`src/verilog/device_port_pkg.sv`:
```
/*
 * Constants, register map and carrier types of the USB device port
 * status and control block.
 * Assumes a 100 MHz register clock and a serial engine that reports bus
 * events as one-cycle pulses, and bus activity as a level, synchronous to that clock.
 */
package device_port_pkg;

    // Clock and timing
    localparam int unsigned CLK_HZ = 100_000_000;
    localparam int unsigned SUSPEND_IDLE_MS = 3;
    localparam int unsigned SUSPEND_IDLE_CYCLES = SUSPEND_IDLE_MS * (CLK_HZ / 1000);

    // Sizes
    localparam int unsigned NUM_ENDPOINTS = 8;
    localparam int unsigned FRAME_W = 11;
    localparam int unsigned FADDR_W = 7;
    localparam int unsigned IRQ_W = 14;

    // Register byte addresses
    localparam logic [31:0] FRAME_NUMBER_ADDR = 32'h40084000;
    localparam logic [31:0] GLOBAL_STATE_ADDR = 32'h40084004;
    localparam logic [31:0] FUNCTION_ADDRESS_ADDR = 32'h40084008;
    localparam logic [31:0] IRQ_ENABLE_ADDR = 32'h40084010;
    localparam logic [31:0] IRQ_DISABLE_ADDR = 32'h40084014;
    localparam logic [31:0] IRQ_MASK_ADDR = 32'h40084018;
    localparam logic [31:0] IRQ_STATUS_ADDR = 32'h4008401c;
    localparam logic [31:0] IRQ_CLEAR_ADDR = 32'h40084020;
    localparam logic [31:0] FRAME_BYTES_ADDR = 32'h40084024;

    // Frame number register fields
    localparam int unsigned FRAME_BAD_BIT = 16;
    localparam int unsigned FRAME_GOOD_BIT = 17;
    // Byte view: good flag in high byte, bad flag in low byte
    localparam int unsigned BYTE_GOOD_BIT = 4;
    localparam int unsigned BYTE_BAD_BIT = 3;

    // Global state register fields
    localparam int unsigned ADDRESS_STATE_BIT = 0;
    localparam int unsigned CONFIGURED_STATE_BIT = 1;
    localparam int unsigned SEND_RESUME_BIT = 2;
    localparam int unsigned REMOTE_WAKE_BIT = 3;

    // Function address register fields
    localparam int unsigned FUNCTION_ENABLE_BIT = 8;

    // Interrupt bit positions; endpoints sit at 0..7
    localparam int unsigned SUSPEND_IRQ_BIT = 8;
    localparam int unsigned RESUME_IRQ_BIT = 9;
    localparam int unsigned FRAME_START_IRQ_BIT = 11;
    localparam int unsigned BUS_RESET_DONE_IRQ_BIT = 12;
    localparam int unsigned WAKEUP_IRQ_BIT = 13;

    // Bits the enable and disable registers may touch
    localparam logic [IRQ_W-1:0] MASKABLE_BITS = 14'h2bff;
    // Bits the clear register may touch
    localparam logic [IRQ_W-1:0] CLEARABLE_BITS = 14'h3b00;
    // Mask after reset: resume enabled, bit 12 fixed
    localparam logic [IRQ_W-1:0] MASK_RESET = 14'h1200;
    localparam logic [IRQ_W-1:0] FIXED_MASK = 14'h1000;

    // AHB transfer type
    localparam logic [1:0] HTRANS_NONSEQ = 2'h2;

    // Per-endpoint flags from the endpoint status registers
    typedef struct packed {
        logic setup_received;
        logic bank0_received;
        logic bank1_received;
        logic in_done;
        logic stall_acked;
    } ep_flags_s;

    // Bus events from the serial engine
    typedef struct packed {
        logic sof_pid;
        logic sof_eop;
        logic sof_error;
        logic [FRAME_W-1:0] sof_frame;
        logic bus_activity;
        logic resume_seen;
        logic bus_reset_done;
    } bus_events_s;

    // Device state as seen by the serial engine
    typedef struct packed {
        logic address_state;
        logic configured_state;
        logic function_enable;
        logic [FADDR_W-1:0] function_addr_value;
    } dev_state_s;

endpackage

```
`src/verilog/endpoint_irq_merge.sv`:
```
/*
 * Merges the five status flags of every endpoint into one interrupt
 * status bit per endpoint.
 * Assumes the flags are levels held in the endpoint registers until
 * software clears them there.
 */
`timescale 1ns/1ps
`default_nettype none
module endpoint_irq_merge #(
    parameter int unsigned EPS = device_port_pkg::NUM_ENDPOINTS
) (
    input wire device_port_pkg::ep_flags_s [EPS-1:0] flags,
    output logic [EPS-1:0] ep_irq
);
    import device_port_pkg::*;

    // The bit holds as long as any flag holds, so it is sticky by nature
    genvar i;
    generate
        for (i = 0; i < EPS; i++) begin : g_ep
            assign ep_irq[i] = |flags[i];
        end
    endgenerate
endmodule
`default_nettype wire

```
`src/verilog/bus_idle_timer.sv`:
```
/*
 * Counts cycles without bus activity and reports suspend.
 * Assumes bus_activity is a level synchronous to hclk.
 */
`timescale 1ns/1ps
`default_nettype none
module bus_idle_timer #(
    parameter int unsigned IDLE_CYCLES = device_port_pkg::SUSPEND_IDLE_CYCLES
) (
    input wire logic hclk,
    input wire logic hresetn,
    input wire logic bus_activity,
    output logic suspend_event,
    output logic suspended
);
    import device_port_pkg::*;

    localparam int unsigned CW = $clog2(IDLE_CYCLES + 1);
    localparam logic [CW-1:0] LAST = CW'(IDLE_CYCLES - 1);

    logic [CW-1:0] idle_count;

    // Idle counter restarts on any activity and stops once suspended
    always_ff @(posedge hclk or negedge hresetn) begin
        if (!hresetn) begin
            idle_count <= '0;
        end else if (bus_activity || suspended) begin
            idle_count <= '0;
        end else begin
            idle_count <= idle_count + 1'b1;
        end
    end

    // One event per idle period; activity leaves suspend
    always_ff @(posedge hclk or negedge hresetn) begin
        if (!hresetn) begin
            suspend_event <= 1'b0;
            suspended <= 1'b0;
        end else begin
            suspend_event <= !bus_activity && !suspended && idle_count == LAST;
            if (bus_activity) begin
                suspended <= 1'b0;
            end else if (idle_count == LAST) begin
                suspended <= 1'b1;
            end
        end
    end
endmodule
`default_nettype wire

```
`src/verilog/device_port_regs.sv`:
```
/*
 * Register-side control and status of a full-speed USB device port:
 * frame number, device state, function address, remote wakeup trigger
 * and the interrupt enable, disable, mask, status and clear registers.
 * Assumes an AHB-Lite master on hclk, a serial engine that reports bus
 * events synchronously, and endpoint registers that hold their flags.
 */
// Register access over AHB-Lite was left to the implementer.
// What this block does
// - Latch frame number at each SOF end
// - Set bad or good flag; clear on PID
// - SOF status rises on PID, not EOP
// - Byte view: good bit 4, bad bit 3
// - Address state set by 1, reset only
// - Configured bit written and read directly
// - Wakeup starts on send-resume rise with enable
// - Seven-bit function address, zero after reset
// - Endpoints work only with function enable
// - Enable register sets mask bits
// - Disable register clears mask; mask reads back
// - Mask bit 12 always reads one
// - Resume mask resets to enabled
// - Endpoint status is OR of its flags
// - Suspend status after 3 ms idle
// - Resume status on resume at port
// - SOF status on every SOF token
// - Bus reset done status at reset end
// - Wakeup status on host resume or reset
// - Clear register clears event status bits
// - Bus reset done status is unmaskable
// - Bus reset end restores mask, endpoint registers
`timescale 1ns/1ps
`default_nettype none
module device_port_regs #(
    parameter int unsigned IDLE_CYCLES = device_port_pkg::SUSPEND_IDLE_CYCLES
) (
    input wire logic hclk,
    input wire logic hresetn,
    // AHB-Lite slave
    input wire logic hsel,
    input wire logic [31:0] haddr,
    input wire logic [1:0] htrans,
    input wire logic hwrite,
    input wire logic [2:0] hsize,
    input wire logic [31:0] hwdata,
    input wire logic hready,
    output logic hreadyout,
    output logic hresp,
    output logic [31:0] hrdata,
    // Serial engine side
    input wire device_port_pkg::bus_events_s bus_events,
    input wire device_port_pkg::ep_flags_s [device_port_pkg::NUM_ENDPOINTS-1:0] ep_flags,
    output device_port_pkg::dev_state_s dev_state,
    output logic endpoints_active,
    output logic remote_wake_start,
    output logic suspended,
    output logic ep_regs_reset,
    output logic irq
);
    import device_port_pkg::*;

    // Bus pipeline
    logic dphase_write;
    logic dphase_read;
    logic [31:0] dphase_addr;
    logic read_wait;
    // Frame tracking
    logic [FRAME_W-1:0] frame_count;
    logic frame_bad;
    logic frame_good;
    // Device state
    logic address_state;
    logic configured_state;
    logic send_resume;
    logic remote_wake_enable;
    logic [FADDR_W-1:0] function_addr_value;
    logic function_enable;
    // Interrupts
    logic [IRQ_W-1:0] irq_mask;
    logic [IRQ_W-1:0] irq_sticky;
    logic [IRQ_W-1:0] irq_status;
    logic [NUM_ENDPOINTS-1:0] ep_irq;
    logic suspend_event;
    // Write strobes decoded in the data phase
    logic wr_global;
    logic wr_faddr;
    logic wr_enable;
    logic wr_disable;
    logic wr_clear;
    logic [IRQ_W-1:0] hw_set;
    logic [IRQ_W-1:0] sw_clear;
    logic [IRQ_W-1:0] next_mask;
    logic [31:0] next_rdata;

    // True for a write data phase aimed at the given register
    function automatic logic hits(input logic [31:0] a, input logic [31:0] reg_addr, input logic w);
        return w && a == reg_addr;
    endfunction

    // Endpoint flags merge into one bit each
    endpoint_irq_merge #(
        .EPS(NUM_ENDPOINTS)
    ) u_ep_merge (
        .flags(ep_flags),
        .ep_irq(ep_irq)
    );

    // Bus idle detection for suspend
    bus_idle_timer #(
        .IDLE_CYCLES(IDLE_CYCLES)
    ) u_idle (
        .hclk(hclk),
        .hresetn(hresetn),
        .bus_activity(bus_events.bus_activity),
        .suspend_event(suspend_event),
        .suspended(suspended)
    );

    // Address phase capture; reads get one wait state so a write just
    // before them is already visible in the returned word
    always_ff @(posedge hclk or negedge hresetn) begin
        if (!hresetn) begin
            dphase_write <= 1'b0;
            dphase_read <= 1'b0;
            dphase_addr <= '0;
        end else if (hready) begin
            dphase_write <= hsel && htrans == HTRANS_NONSEQ && hwrite;
            dphase_read <= hsel && htrans == HTRANS_NONSEQ && !hwrite;
            dphase_addr <= haddr;
        end
    end

    // Wait-state flag for read data phases
    always_ff @(posedge hclk or negedge hresetn) begin
        if (!hresetn) begin
            read_wait <= 1'b0;
        end else begin
            read_wait <= dphase_read && !read_wait;
        end
    end

    // Only word transfers are expected; hsize is not checked
    assign hreadyout = !(dphase_read && !read_wait);
    assign hresp = 1'b0;

    // Data phase write strobes
    assign wr_global = hits(dphase_addr, GLOBAL_STATE_ADDR, dphase_write);
    assign wr_faddr = hits(dphase_addr, FUNCTION_ADDRESS_ADDR, dphase_write);
    assign wr_enable = hits(dphase_addr, IRQ_ENABLE_ADDR, dphase_write);
    assign wr_disable = hits(dphase_addr, IRQ_DISABLE_ADDR, dphase_write);
    assign wr_clear = hits(dphase_addr, IRQ_CLEAR_ADDR, dphase_write);

    // Frame number and quality flags from SOF packets
    always_ff @(posedge hclk or negedge hresetn) begin
        if (!hresetn) begin
            frame_count <= '0;
            frame_bad <= 1'b0;
            frame_good <= 1'b0;
        end else if (bus_events.sof_eop) begin
            frame_count <= bus_events.sof_frame;
            frame_bad <= bus_events.sof_error;
            frame_good <= !bus_events.sof_error;
        end else if (bus_events.sof_pid) begin
            frame_bad <= 1'b0;
            frame_good <= 1'b0;
        end
    end

    // Address state: a write of 1 enters it, only reset leaves it.
    // Software is trusted to have loaded the address and finished the
    // status stage first; nothing here checks that order.
    always_ff @(posedge hclk or negedge hresetn) begin
        if (!hresetn) begin
            address_state <= 1'b0;
        end else if (wr_global && hwdata[ADDRESS_STATE_BIT]) begin
            address_state <= 1'b1;
        end
    end

    // Configured state, send-resume and remote wake enable are plain bits
    always_ff @(posedge hclk or negedge hresetn) begin
        if (!hresetn) begin
            configured_state <= 1'b0;
            send_resume <= 1'b0;
            remote_wake_enable <= 1'b0;
        end else if (wr_global) begin
            configured_state <= hwdata[CONFIGURED_STATE_BIT];
            send_resume <= hwdata[SEND_RESUME_BIT];
            remote_wake_enable <= hwdata[REMOTE_WAKE_BIT];
        end
    end

    // Wakeup starts only on a 0 to 1 step of send-resume; rewriting 1
    // does nothing, so software must write 0 between procedures
    always_ff @(posedge hclk or negedge hresetn) begin
        if (!hresetn) begin
            remote_wake_start <= 1'b0;
        end else begin
            remote_wake_start <= wr_global && hwdata[SEND_RESUME_BIT] && !send_resume
                && hwdata[REMOTE_WAKE_BIT];
        end
    end

    // Function address and function enable
    always_ff @(posedge hclk or negedge hresetn) begin
        if (!hresetn) begin
            function_addr_value <= '0;
            function_enable <= 1'b0;
        end else if (wr_faddr) begin
            function_addr_value <= hwdata[FADDR_W-1:0];
            function_enable <= hwdata[FUNCTION_ENABLE_BIT];
        end
    end

    assign dev_state.address_state = address_state;
    assign dev_state.configured_state = configured_state;
    assign dev_state.function_enable = function_enable;
    assign dev_state.function_addr_value = function_addr_value;
    // Endpoint traffic gate for the serial engine
    assign endpoints_active = function_enable;

    // Mask update: bus reset end restores the reset value, otherwise
    // enable sets and disable clears the writable bits
    always_comb begin
        next_mask = irq_mask;
        if (bus_events.bus_reset_done) begin
            next_mask = MASK_RESET;
        end else if (wr_enable) begin
            next_mask = irq_mask | (hwdata[IRQ_W-1:0] & MASKABLE_BITS);
        end else if (wr_disable) begin
            next_mask = irq_mask & ~(hwdata[IRQ_W-1:0] & MASKABLE_BITS);
        end
        next_mask = next_mask | FIXED_MASK;
    end

    // Mask register
    always_ff @(posedge hclk or negedge hresetn) begin
        if (!hresetn) begin
            irq_mask <= MASK_RESET;
        end else begin
            irq_mask <= next_mask;
        end
    end

    // Endpoint registers are reset together with the mask
    always_ff @(posedge hclk or negedge hresetn) begin
        if (!hresetn) begin
            ep_regs_reset <= 1'b0;
        end else begin
            ep_regs_reset <= bus_events.bus_reset_done;
        end
    end

    // Hardware events that set sticky status bits
    always_comb begin
        hw_set = '0;
        hw_set[SUSPEND_IRQ_BIT] = suspend_event;
        hw_set[RESUME_IRQ_BIT] = bus_events.resume_seen;
        hw_set[FRAME_START_IRQ_BIT] = bus_events.sof_pid;
        hw_set[BUS_RESET_DONE_IRQ_BIT] = bus_events.bus_reset_done;
        hw_set[WAKEUP_IRQ_BIT] = bus_events.resume_seen || bus_events.bus_reset_done;
    end

    assign sw_clear = wr_clear ? (hwdata[IRQ_W-1:0] & CLEARABLE_BITS) : '0;

    // Sticky event bits; a set in the same cycle as its clear wins, so
    // no event is lost. Cleared at reset for a known start even though
    // software is still expected to clear resume and wakeup.
    always_ff @(posedge hclk or negedge hresetn) begin
        if (!hresetn) begin
            irq_sticky <= '0;
        end else begin
            irq_sticky <= (irq_sticky & ~sw_clear) | (hw_set & CLEARABLE_BITS);
        end
    end

    // Endpoint bits follow their flags, the rest are sticky
    assign irq_status = {irq_sticky[IRQ_W-1:NUM_ENDPOINTS], ep_irq};

    // Single interrupt output; bus reset done bypasses the mask
    always_ff @(posedge hclk or negedge hresetn) begin
        if (!hresetn) begin
            irq <= 1'b0;
        end else begin
            irq <= |(irq_status & irq_mask) || irq_status[BUS_RESET_DONE_IRQ_BIT];
        end
    end

    // Read multiplexer; unmapped and write-only addresses read as zero
    always_comb begin
        next_rdata = '0;
        case (dphase_addr)
            FRAME_NUMBER_ADDR: begin
                next_rdata[FRAME_W-1:0] = frame_count;
                next_rdata[FRAME_BAD_BIT] = frame_bad;
                next_rdata[FRAME_GOOD_BIT] = frame_good;
            end
            FRAME_BYTES_ADDR: begin
                // Byte-wide view: low byte in [7:0], high byte in [15:8]
                next_rdata[7:0] = frame_count[7:0];
                next_rdata[BYTE_BAD_BIT] = frame_bad;
                next_rdata[10:8] = frame_count[FRAME_W-1:8];
                next_rdata[8 + BYTE_GOOD_BIT] = frame_good;
            end
            GLOBAL_STATE_ADDR: begin
                next_rdata[ADDRESS_STATE_BIT] = address_state;
                next_rdata[CONFIGURED_STATE_BIT] = configured_state;
                next_rdata[SEND_RESUME_BIT] = send_resume;
                next_rdata[REMOTE_WAKE_BIT] = remote_wake_enable;
            end
            FUNCTION_ADDRESS_ADDR: begin
                next_rdata[FADDR_W-1:0] = function_addr_value;
                next_rdata[FUNCTION_ENABLE_BIT] = function_enable;
            end
            IRQ_MASK_ADDR: begin
                next_rdata[IRQ_W-1:0] = irq_mask;
            end
            IRQ_STATUS_ADDR: begin
                next_rdata[IRQ_W-1:0] = irq_status;
            end
            default: begin
                next_rdata = '0;
            end
        endcase
    end

    // Read data is loaded during the wait state and held after it
    always_ff @(posedge hclk or negedge hresetn) begin
        if (!hresetn) begin
            hrdata <= '0;
        end else if (dphase_read && !read_wait) begin
            hrdata <= next_rdata;
        end
    end
endmodule
`default_nettype wire

```
`config.mk`:
```
export PLATFORM = sky130hd
export DESIGN_NAME = device_port_regs
export DESIGN_NICKNAME = d
export VERILOG_FILES = /design/src/verilog/device_port_pkg.sv /design/src/verilog/endpoint_irq_merge.sv /design/src/verilog/bus_idle_timer.sv /design/src/verilog/device_port_regs.sv
export SDC_FILE = /design/constraint.sdc
export NUM_CORES = 1
export LEC_CHECK = 0
export ABC_AREA = 1
export BUFFER_PORTS_ARGS = -buffer_cell sky130_fd_sc_hd__buf_2
export CORE_ASPECT_RATIO = 1.1
export CORE_UTILIZATION = 34
export CTS_BUF_LIST = sky130_fd_sc_hd__clkbuf_4
export DETAILED_ROUTE_END_ITERATION = 8
export GPL_TIMING_DRIVEN = 0
export PLACE_DENSITY = 0.57
export SLEW_MARGIN = 20
export SYNTH_ARGS = -nofsm -noshare
export SYNTH_HDL_FRONTEND = slang
export SYNTH_SLANG_ARGS = --single-unit
```
`constraint.sdc`:
```
create_clock -name hclk -period 1.6 [get_ports hclk]
set_input_delay 0.32 -clock hclk [delete_from_list [all_inputs] [get_ports hclk]]
set_output_delay 0.32 -clock hclk [all_outputs]
set_load 0.01 [all_outputs]
```
==> report_table.html <==
<table>
<tr><th>Metric</th><th>Value</th></tr>
<tr><th colspan="2">GRT</th></tr>
<tr><td>Total routing resource utilization after global routing</td><td>0.2013</td></tr>
<tr><td>Pin count of the biggest net entering global routing</td><td>77</td></tr>
<tr><td>Number of antenna violations at the first check in global routing</td><td>1</td></tr>
<tr><td>Wire length of the first global-routing pass</td><td>27.88 mm</td></tr>
<tr><td>Overflow after GRT</td><td>0</td></tr>
<tr><td>Vias in the first global route</td><td>5875</td></tr>
<tr><th colspan="2">Finish</th></tr>
<tr><td>Share of final-layout standard cells stronger than drive strength 1</td><td>0.3985</td></tr>
<tr><td>Nets</td><td>1188</td></tr>
<tr><td>Storage element area</td><td>2930 um^2</td></tr>
<tr><td>Synthesis-to-layout area growth</td><td>53.83%</td></tr>
<tr><td>Design Area, Final</td><td>9150 um^2</td></tr>
<tr><td>Fill cell count</td><td>1629</td></tr>
<tr><td>Final Non-Filler Cells</td><td>1304</td></tr>
<tr><td>Commonest non-fill, non-tap cell in the layout</td><td>nand2_1</td></tr>
<tr><td>Area of combinational cells with multiple inputs</td><td>3117 um^2</td></tr>
<tr><td>Commonest cells after routing, fill and taps aside</td><td>206 x nand2_1, 135 x buf_2, 115 x dfrtp_1</td></tr>
<tr><th colspan="2">Timing</th></tr>
<tr><td>Maximum achievable frequency</td><td>584.9 MHz</td></tr>
<tr><td>Post-layout min period</td><td>1710 ps</td></tr>
<tr><td>Hold Violations, Final</td><td>0</td></tr>
<tr><td>Worst rel slew slack</td><td>0.6391</td></tr>
<tr><td>Slew at the pin closest to its max-slew limit</td><td>541.4 ps</td></tr>
<tr><td>Final critical-path share of the clock period</td><td>1.069</td></tr>
<tr><td>Final max-slew violation count</td><td>0</td></tr>
<tr><td>Setup clock skew after layout</td><td>13.22 ps</td></tr>
<tr><td>RSZ-0062 raised after global routing</td><td>yes</td></tr>
<tr><td>Setup WS post-layout</td><td>-109.7 ps</td></tr>
<tr><td>Final count of negative-setup-slack endpoints</td><td>42</td></tr>
<tr><th colspan="2">Status</th></tr>
<tr><td>Run status</td><td>finished, violations left</td></tr>
<tr><td>Violated checks</td><td>negative setup slack</td></tr>
<tr><th colspan="2">Yosys</th></tr>
<tr><td>Post-synthesis share of cell area spent on xor and xnor gates</td><td>0.002945</td></tr>
<tr><td>Adder-cell area share of the yosys netlist</td><td>0.002103</td></tr>
<tr><td>Simple-gate share of the synthesized area</td><td>0.3023</td></tr>
<tr><td>Proportion of synthesized chip area in sequential cells</td><td>0.4924</td></tr>
<tr><td>Synth warnings</td><td>0</td></tr>
<tr><td>Avg Synthesized Cell Area</td><td>7.695 um^2</td></tr>
<tr><td>Combinational family with the most area after synthesis</td><td>simple AND/OR/NAND/NOR gates</td></tr>
<tr><td>Async set-reset flop share out of synthesis</td><td>1.000</td></tr>
<tr><td>Multiplexer share of the synthesized area</td><td>0.005679</td></tr>
<tr><td>Compound-gate portion of the synthesized area</td><td>0.09655</td></tr>
<tr><td>Netlist Area Pre-Place</td><td>5948 um^2</td></tr>
<tr><td>Top cells by area, synth</td><td>dfrtp_1 49%, nand2_1 16%, nand3_1 5.3%, o21ai_0 5.0%, inv_1 4.0%</td></tr>
<tr><td>Number of flops mapped to enable cells by yosys</td><td>0</td></tr>
<tr><td>Most instantiated flip-flop cell in the synthesis netlist</td><td>dfrtp_1</td></tr>
<tr><td>Distinct cell type count of the synthesized netlist</td><td>40</td></tr>
<tr><td>Yosys top cell area share</td><td>0.4880</td></tr>
<tr><td>FF+latch count, synth</td><td>117</td></tr>
<tr><td>Yosys top cell by area</td><td>dfrtp_1</td></tr>
<tr><td>Synthesized netlist cell count</td><td>773</td></tr>
<tr><th colspan="2">Pwr</th></tr>
<tr><td>Cell-internal power</td><td>4.605 mW</td></tr>
<tr><td>Worst IR Drop VDD</td><td>0.0004208 V</td></tr>
<tr><td>Power density normalized to cell area</td><td>702.9 nW/um^2</td></tr>
<tr><td>Logic pwr share</td><td>0.141</td></tr>
<tr><td>Total power draw</td><td>6.432 mW</td></tr>
<tr><td>Fraction of power spent switching nets</td><td>0.2840</td></tr>
<tr><td>Reg power frac</td><td>0.493</td></tr>
<tr><td>Net switching power figure</td><td>1.827 mW</td></tr>
<tr><td>Total leakage power</td><td>4.482 nW</td></tr>
<tr><td>Fraction of power consumed by the clock network</td><td>0.366</td></tr>
<tr><th colspan="2">Drt</th></tr>
<tr><td>Initial drt markers</td><td>403</td></tr>
<tr><td>Post-route antenna net violation count</td><td>0</td></tr>
<tr><td>Final wirelength</td><td>17.78 mm</td></tr>
<tr><td>Sum of met3 wire segment lengths after detailed routing</td><td>868 um</td></tr>
<tr><td>Wire length on met2</td><td>9.088 mm</td></tr>
<tr><td>Number of detailed-route iterations in the first pass</td><td>6</td></tr>
<tr><td>Post-detailed-route via-to-cell ratio</td><td>4.660</td></tr>
<tr><td>Vias after detailed routing</td><td>6076</td></tr>
<tr><td>Routed length on met1</td><td>7.499 mm</td></tr>
<tr><td>Top Metal Used</td><td>met4</td></tr>
<tr><td>Average routed wire per standard cell</td><td>13.64 um</td></tr>
<tr><td># DRC</td><td>0</td></tr>
<tr><th colspan="2">Die</th></tr>
<tr><td>Site row count</td><td>50</td></tr>
<tr><td>Initial core utilization</td><td>0.3483</td></tr>
<tr><td>I/O pin count</td><td>180</td></tr>
<tr><td>Horizontal die dimension</td><td>128.1 um</td></tr>
<tr><td>Die area</td><td>18030 um^2</td></tr>
<tr><td>Core outline area</td><td>17080 um^2</td></tr>
<tr><td>Die Y-Extent</td><td>140.7 um</td></tr>
<tr><th colspan="2">Worst setup path</th></tr>
<tr><td>Sort of element at the start of the critical path</td><td>register</td></tr>
<tr><td>Worst EP arrival</td><td>2200 ps</td></tr>
<tr><td>Type of element capturing the critical path</td><td>register</td></tr>
<tr><td>Crit path buffers/inverters</td><td>4</td></tr>
<tr><td>Number of gates on the worst path with buffers counted</td><td>14</td></tr>
<tr><td>Family of cells with the greatest summed delay on the critical path</td><td>simple AND/OR/NAND/NOR gates</td></tr>
<tr><td>Required arrival time at the worst endpoint</td><td>2090 ps</td></tr>
<tr><td>Reg2Reg Launch Point</td><td>dphase_addr[25]</td></tr>
<tr><td>Slowest stage cell, crit path</td><td>dfrtp_1</td></tr>
<tr><td>Ordered list of cells on the worst path</td><td>inv_1 &gt; nand2_2 &gt; nor2_2 &gt; nand2_2 &gt; nor2_4 &gt; buf_12 &gt; buf_12 &gt; buf_12 &gt; nand2_8 &gt; nand2_8 &gt; nand2_2 &gt; nand3_2 &gt; nand2_1 &gt; nand2_1</td></tr>
<tr><td>Max stage delay on crit path</td><td>400 ps</td></tr>
<tr><td>Critical path type</td><td>reg2reg</td></tr>
<tr><td>Reg2Reg Setup Slack</td><td>-110 ps</td></tr>
<tr><td>Crit. Startpoint</td><td>dphase_addr[25]</td></tr>
<tr><td>Reg-to-reg endpoint</td><td>hrdata[9]</td></tr>
<tr><td>Worst R2R Path Depth</td><td>14</td></tr>
<tr><td>Critical Path Sink</td><td>hrdata[9]</td></tr>
<tr><td>Critical-path maximum fanout</td><td>5</td></tr>
<tr><th colspan="2">Clocking</th></tr>
<tr><td>Deepest level of the CTS H-tree</td><td>4</td></tr>
<tr><td>Largest buffer count on any clock path</td><td>2</td></tr>
<tr><td>CTS clk-pin slew, worst paths</td><td>120 ps</td></tr>
<tr><td>Clock buffer count from CTS</td><td>17</td></tr>
<tr><td>Insertion delay to the later sink of the worst-skew pair</td><td>550 ps</td></tr>
<tr><td>TritonCTS Sinks</td><td>117</td></tr>
<tr><td>CTS tree</td><td>built</td></tr>
<tr><td>Clock root buffer</td><td>clkbuf_4</td></tr>
<tr><th colspan="2">Placement</th></tr>
<tr><td>Cell total after placement</td><td>1163</td></tr>
<tr><td>Setup WS pre-CTS</td><td>-501.4 ps</td></tr>
<tr><td>Number of buffers added on ports</td><td>139</td></tr>
<tr><td>RD Place Congestion</td><td>0.8328</td></tr>
<tr><td>Half-perimeter wire length of the detailed placement result</td><td>11.97 mm</td></tr>
<tr><td>DP Area</td><td>7030 um^2</td></tr>
<tr><th colspan="2">Min path</th></tr>
<tr><td>Class of the tightest hold or removal check</td><td>in2reg</td></tr>
<tr><td>Worst hold path startpoint</td><td>hwdata[5]</td></tr>
<tr><th colspan="2">Flow run</th></tr>
<tr><td>Max_cap viols</td><td>0</td></tr>
</table>
worst reg2reg max path: cells and delay by family, from the launching register on:
family	cells	cell delay, ps
and+or+nand+nor	10	820
buffers and inverters	4	440
DFF	1	400
through the flow:
stage                     TNS, ps  utilization  hold slack, ps
after floorplan                 0            -           24.41
after global placement    -164840       0.4097           455.4
after detailed placement    -8403       0.4116           273.8
after CTS                   -1508       0.5060           3.875
after global routing        -7071       0.5358           4.183
final                       -2085       0.5358           47.36
flip-flops by register name (all words and copies together) (netlist names), 5 cells and up:
| signal | count |
|---|---|
| dphase_addr | 32 |
| frame_count | 11 |
| function_addr_value | 7 |
| hrdata | 16 |
| irq_mask | 12 |
| irq_sticky | 5 |
| u_idle.idle_count | 19 |
layout make-up:
| class | instances | share of cell area |
|---|---|---|
| antenna | 1 | 0.0002735 |
| buffer | 41 | 0.03460 |
| clock buffer | 17 | 0.01395 |
| clock inverter | 15 | 0.01969 |
| inverter | 81 | 0.03432 |
| multi-input combinational | 548 | 0.3406 |
| sequential | 117 | 0.3203 |
| tap | 234 | 0.03200 |
| timing repair buffer | 250 | 0.2043 |
power groups by stage:
stage / combinational, mW / sequential (mW) / clock (mW)
6_report: 0.907 / 3.17 / 2.35
5_1_grt: 1.02 / 3.19 / 2.54
4_1_cts: 0.847 / 3.16 / 2.42
3_5_place_dp: 0.677 / 3.22 / 0
3_3_place_gp: 0.658 / 3.21 / 0
2_1_floorplan: 0.337 / 3.22 / 0
routing by layer:
layer	up-vias	global-route usage
li1	3013	-
met1	2862	0.2440
met2	180	0.3432
met3	21	0.04516
met4	0	0.08421
met5	-	0
worst min path at each step:
| stage | end | slack, ps | cells past startpoint |
|---|---|---|---|
| after floorplan | address_state | 20 | 0 |
| after global placement | frame_count[2] | 460 | 2 |
| after detailed placement | endpoints_active | 270 | 1 |
| after CTS | function_addr_value[5] | 4 | 3 |
| after global routing | function_addr_value[5] | 4 | 3 |
| final | function_addr_value[5] | 50 | 3 |
timing repair:
| action | in CTS | in global routing |
|---|---|---|
| resized for setup | 124 | 96 |
| hold endpoints to repair | 93 | 0 |
| pin swaps | 31 | 49 |
| buffers inserted | 31 | 24 |
| setup endpoints to repair | 52 | 61 |
| gates cloned | 3 | 0 |
| hold buffers | 53 | 0 |
cells by family after synthesis:
logic type,count (synthesis)
AND/OR/NAND/NOR,419
buffers and inverters,125
flip-flops,117
AO/OA/AOI/OAI,105
multiplexers,3
XOR/XNOR,2
adder cells (fa/ha/maj),1
other,1
synthesized netlist by cell type (3+ instances only):
| master | instances |
|---|---|
| a21oi_1 | 16 |
| buf_2 | 4 |
| buf_4 | 24 |
| clkbuf_1 | 14 |
| dfrtp_1 | 116 |
| inv_1 | 64 |
| inv_2 | 15 |
| mux2_2 | 3 |
| nand2_1 | 246 |
| nand2_2 | 4 |
| nand3_1 | 63 |
| nand4_1 | 7 |
| nor2_1 | 62 |
| nor2_2 | 6 |
| nor3_1 | 15 |
| nor4_1 | 4 |
| o21ai_0 | 59 |
| o21ai_1 | 14 |
| o21ai_2 | 5 |
(Power assumes the default switching activity.)
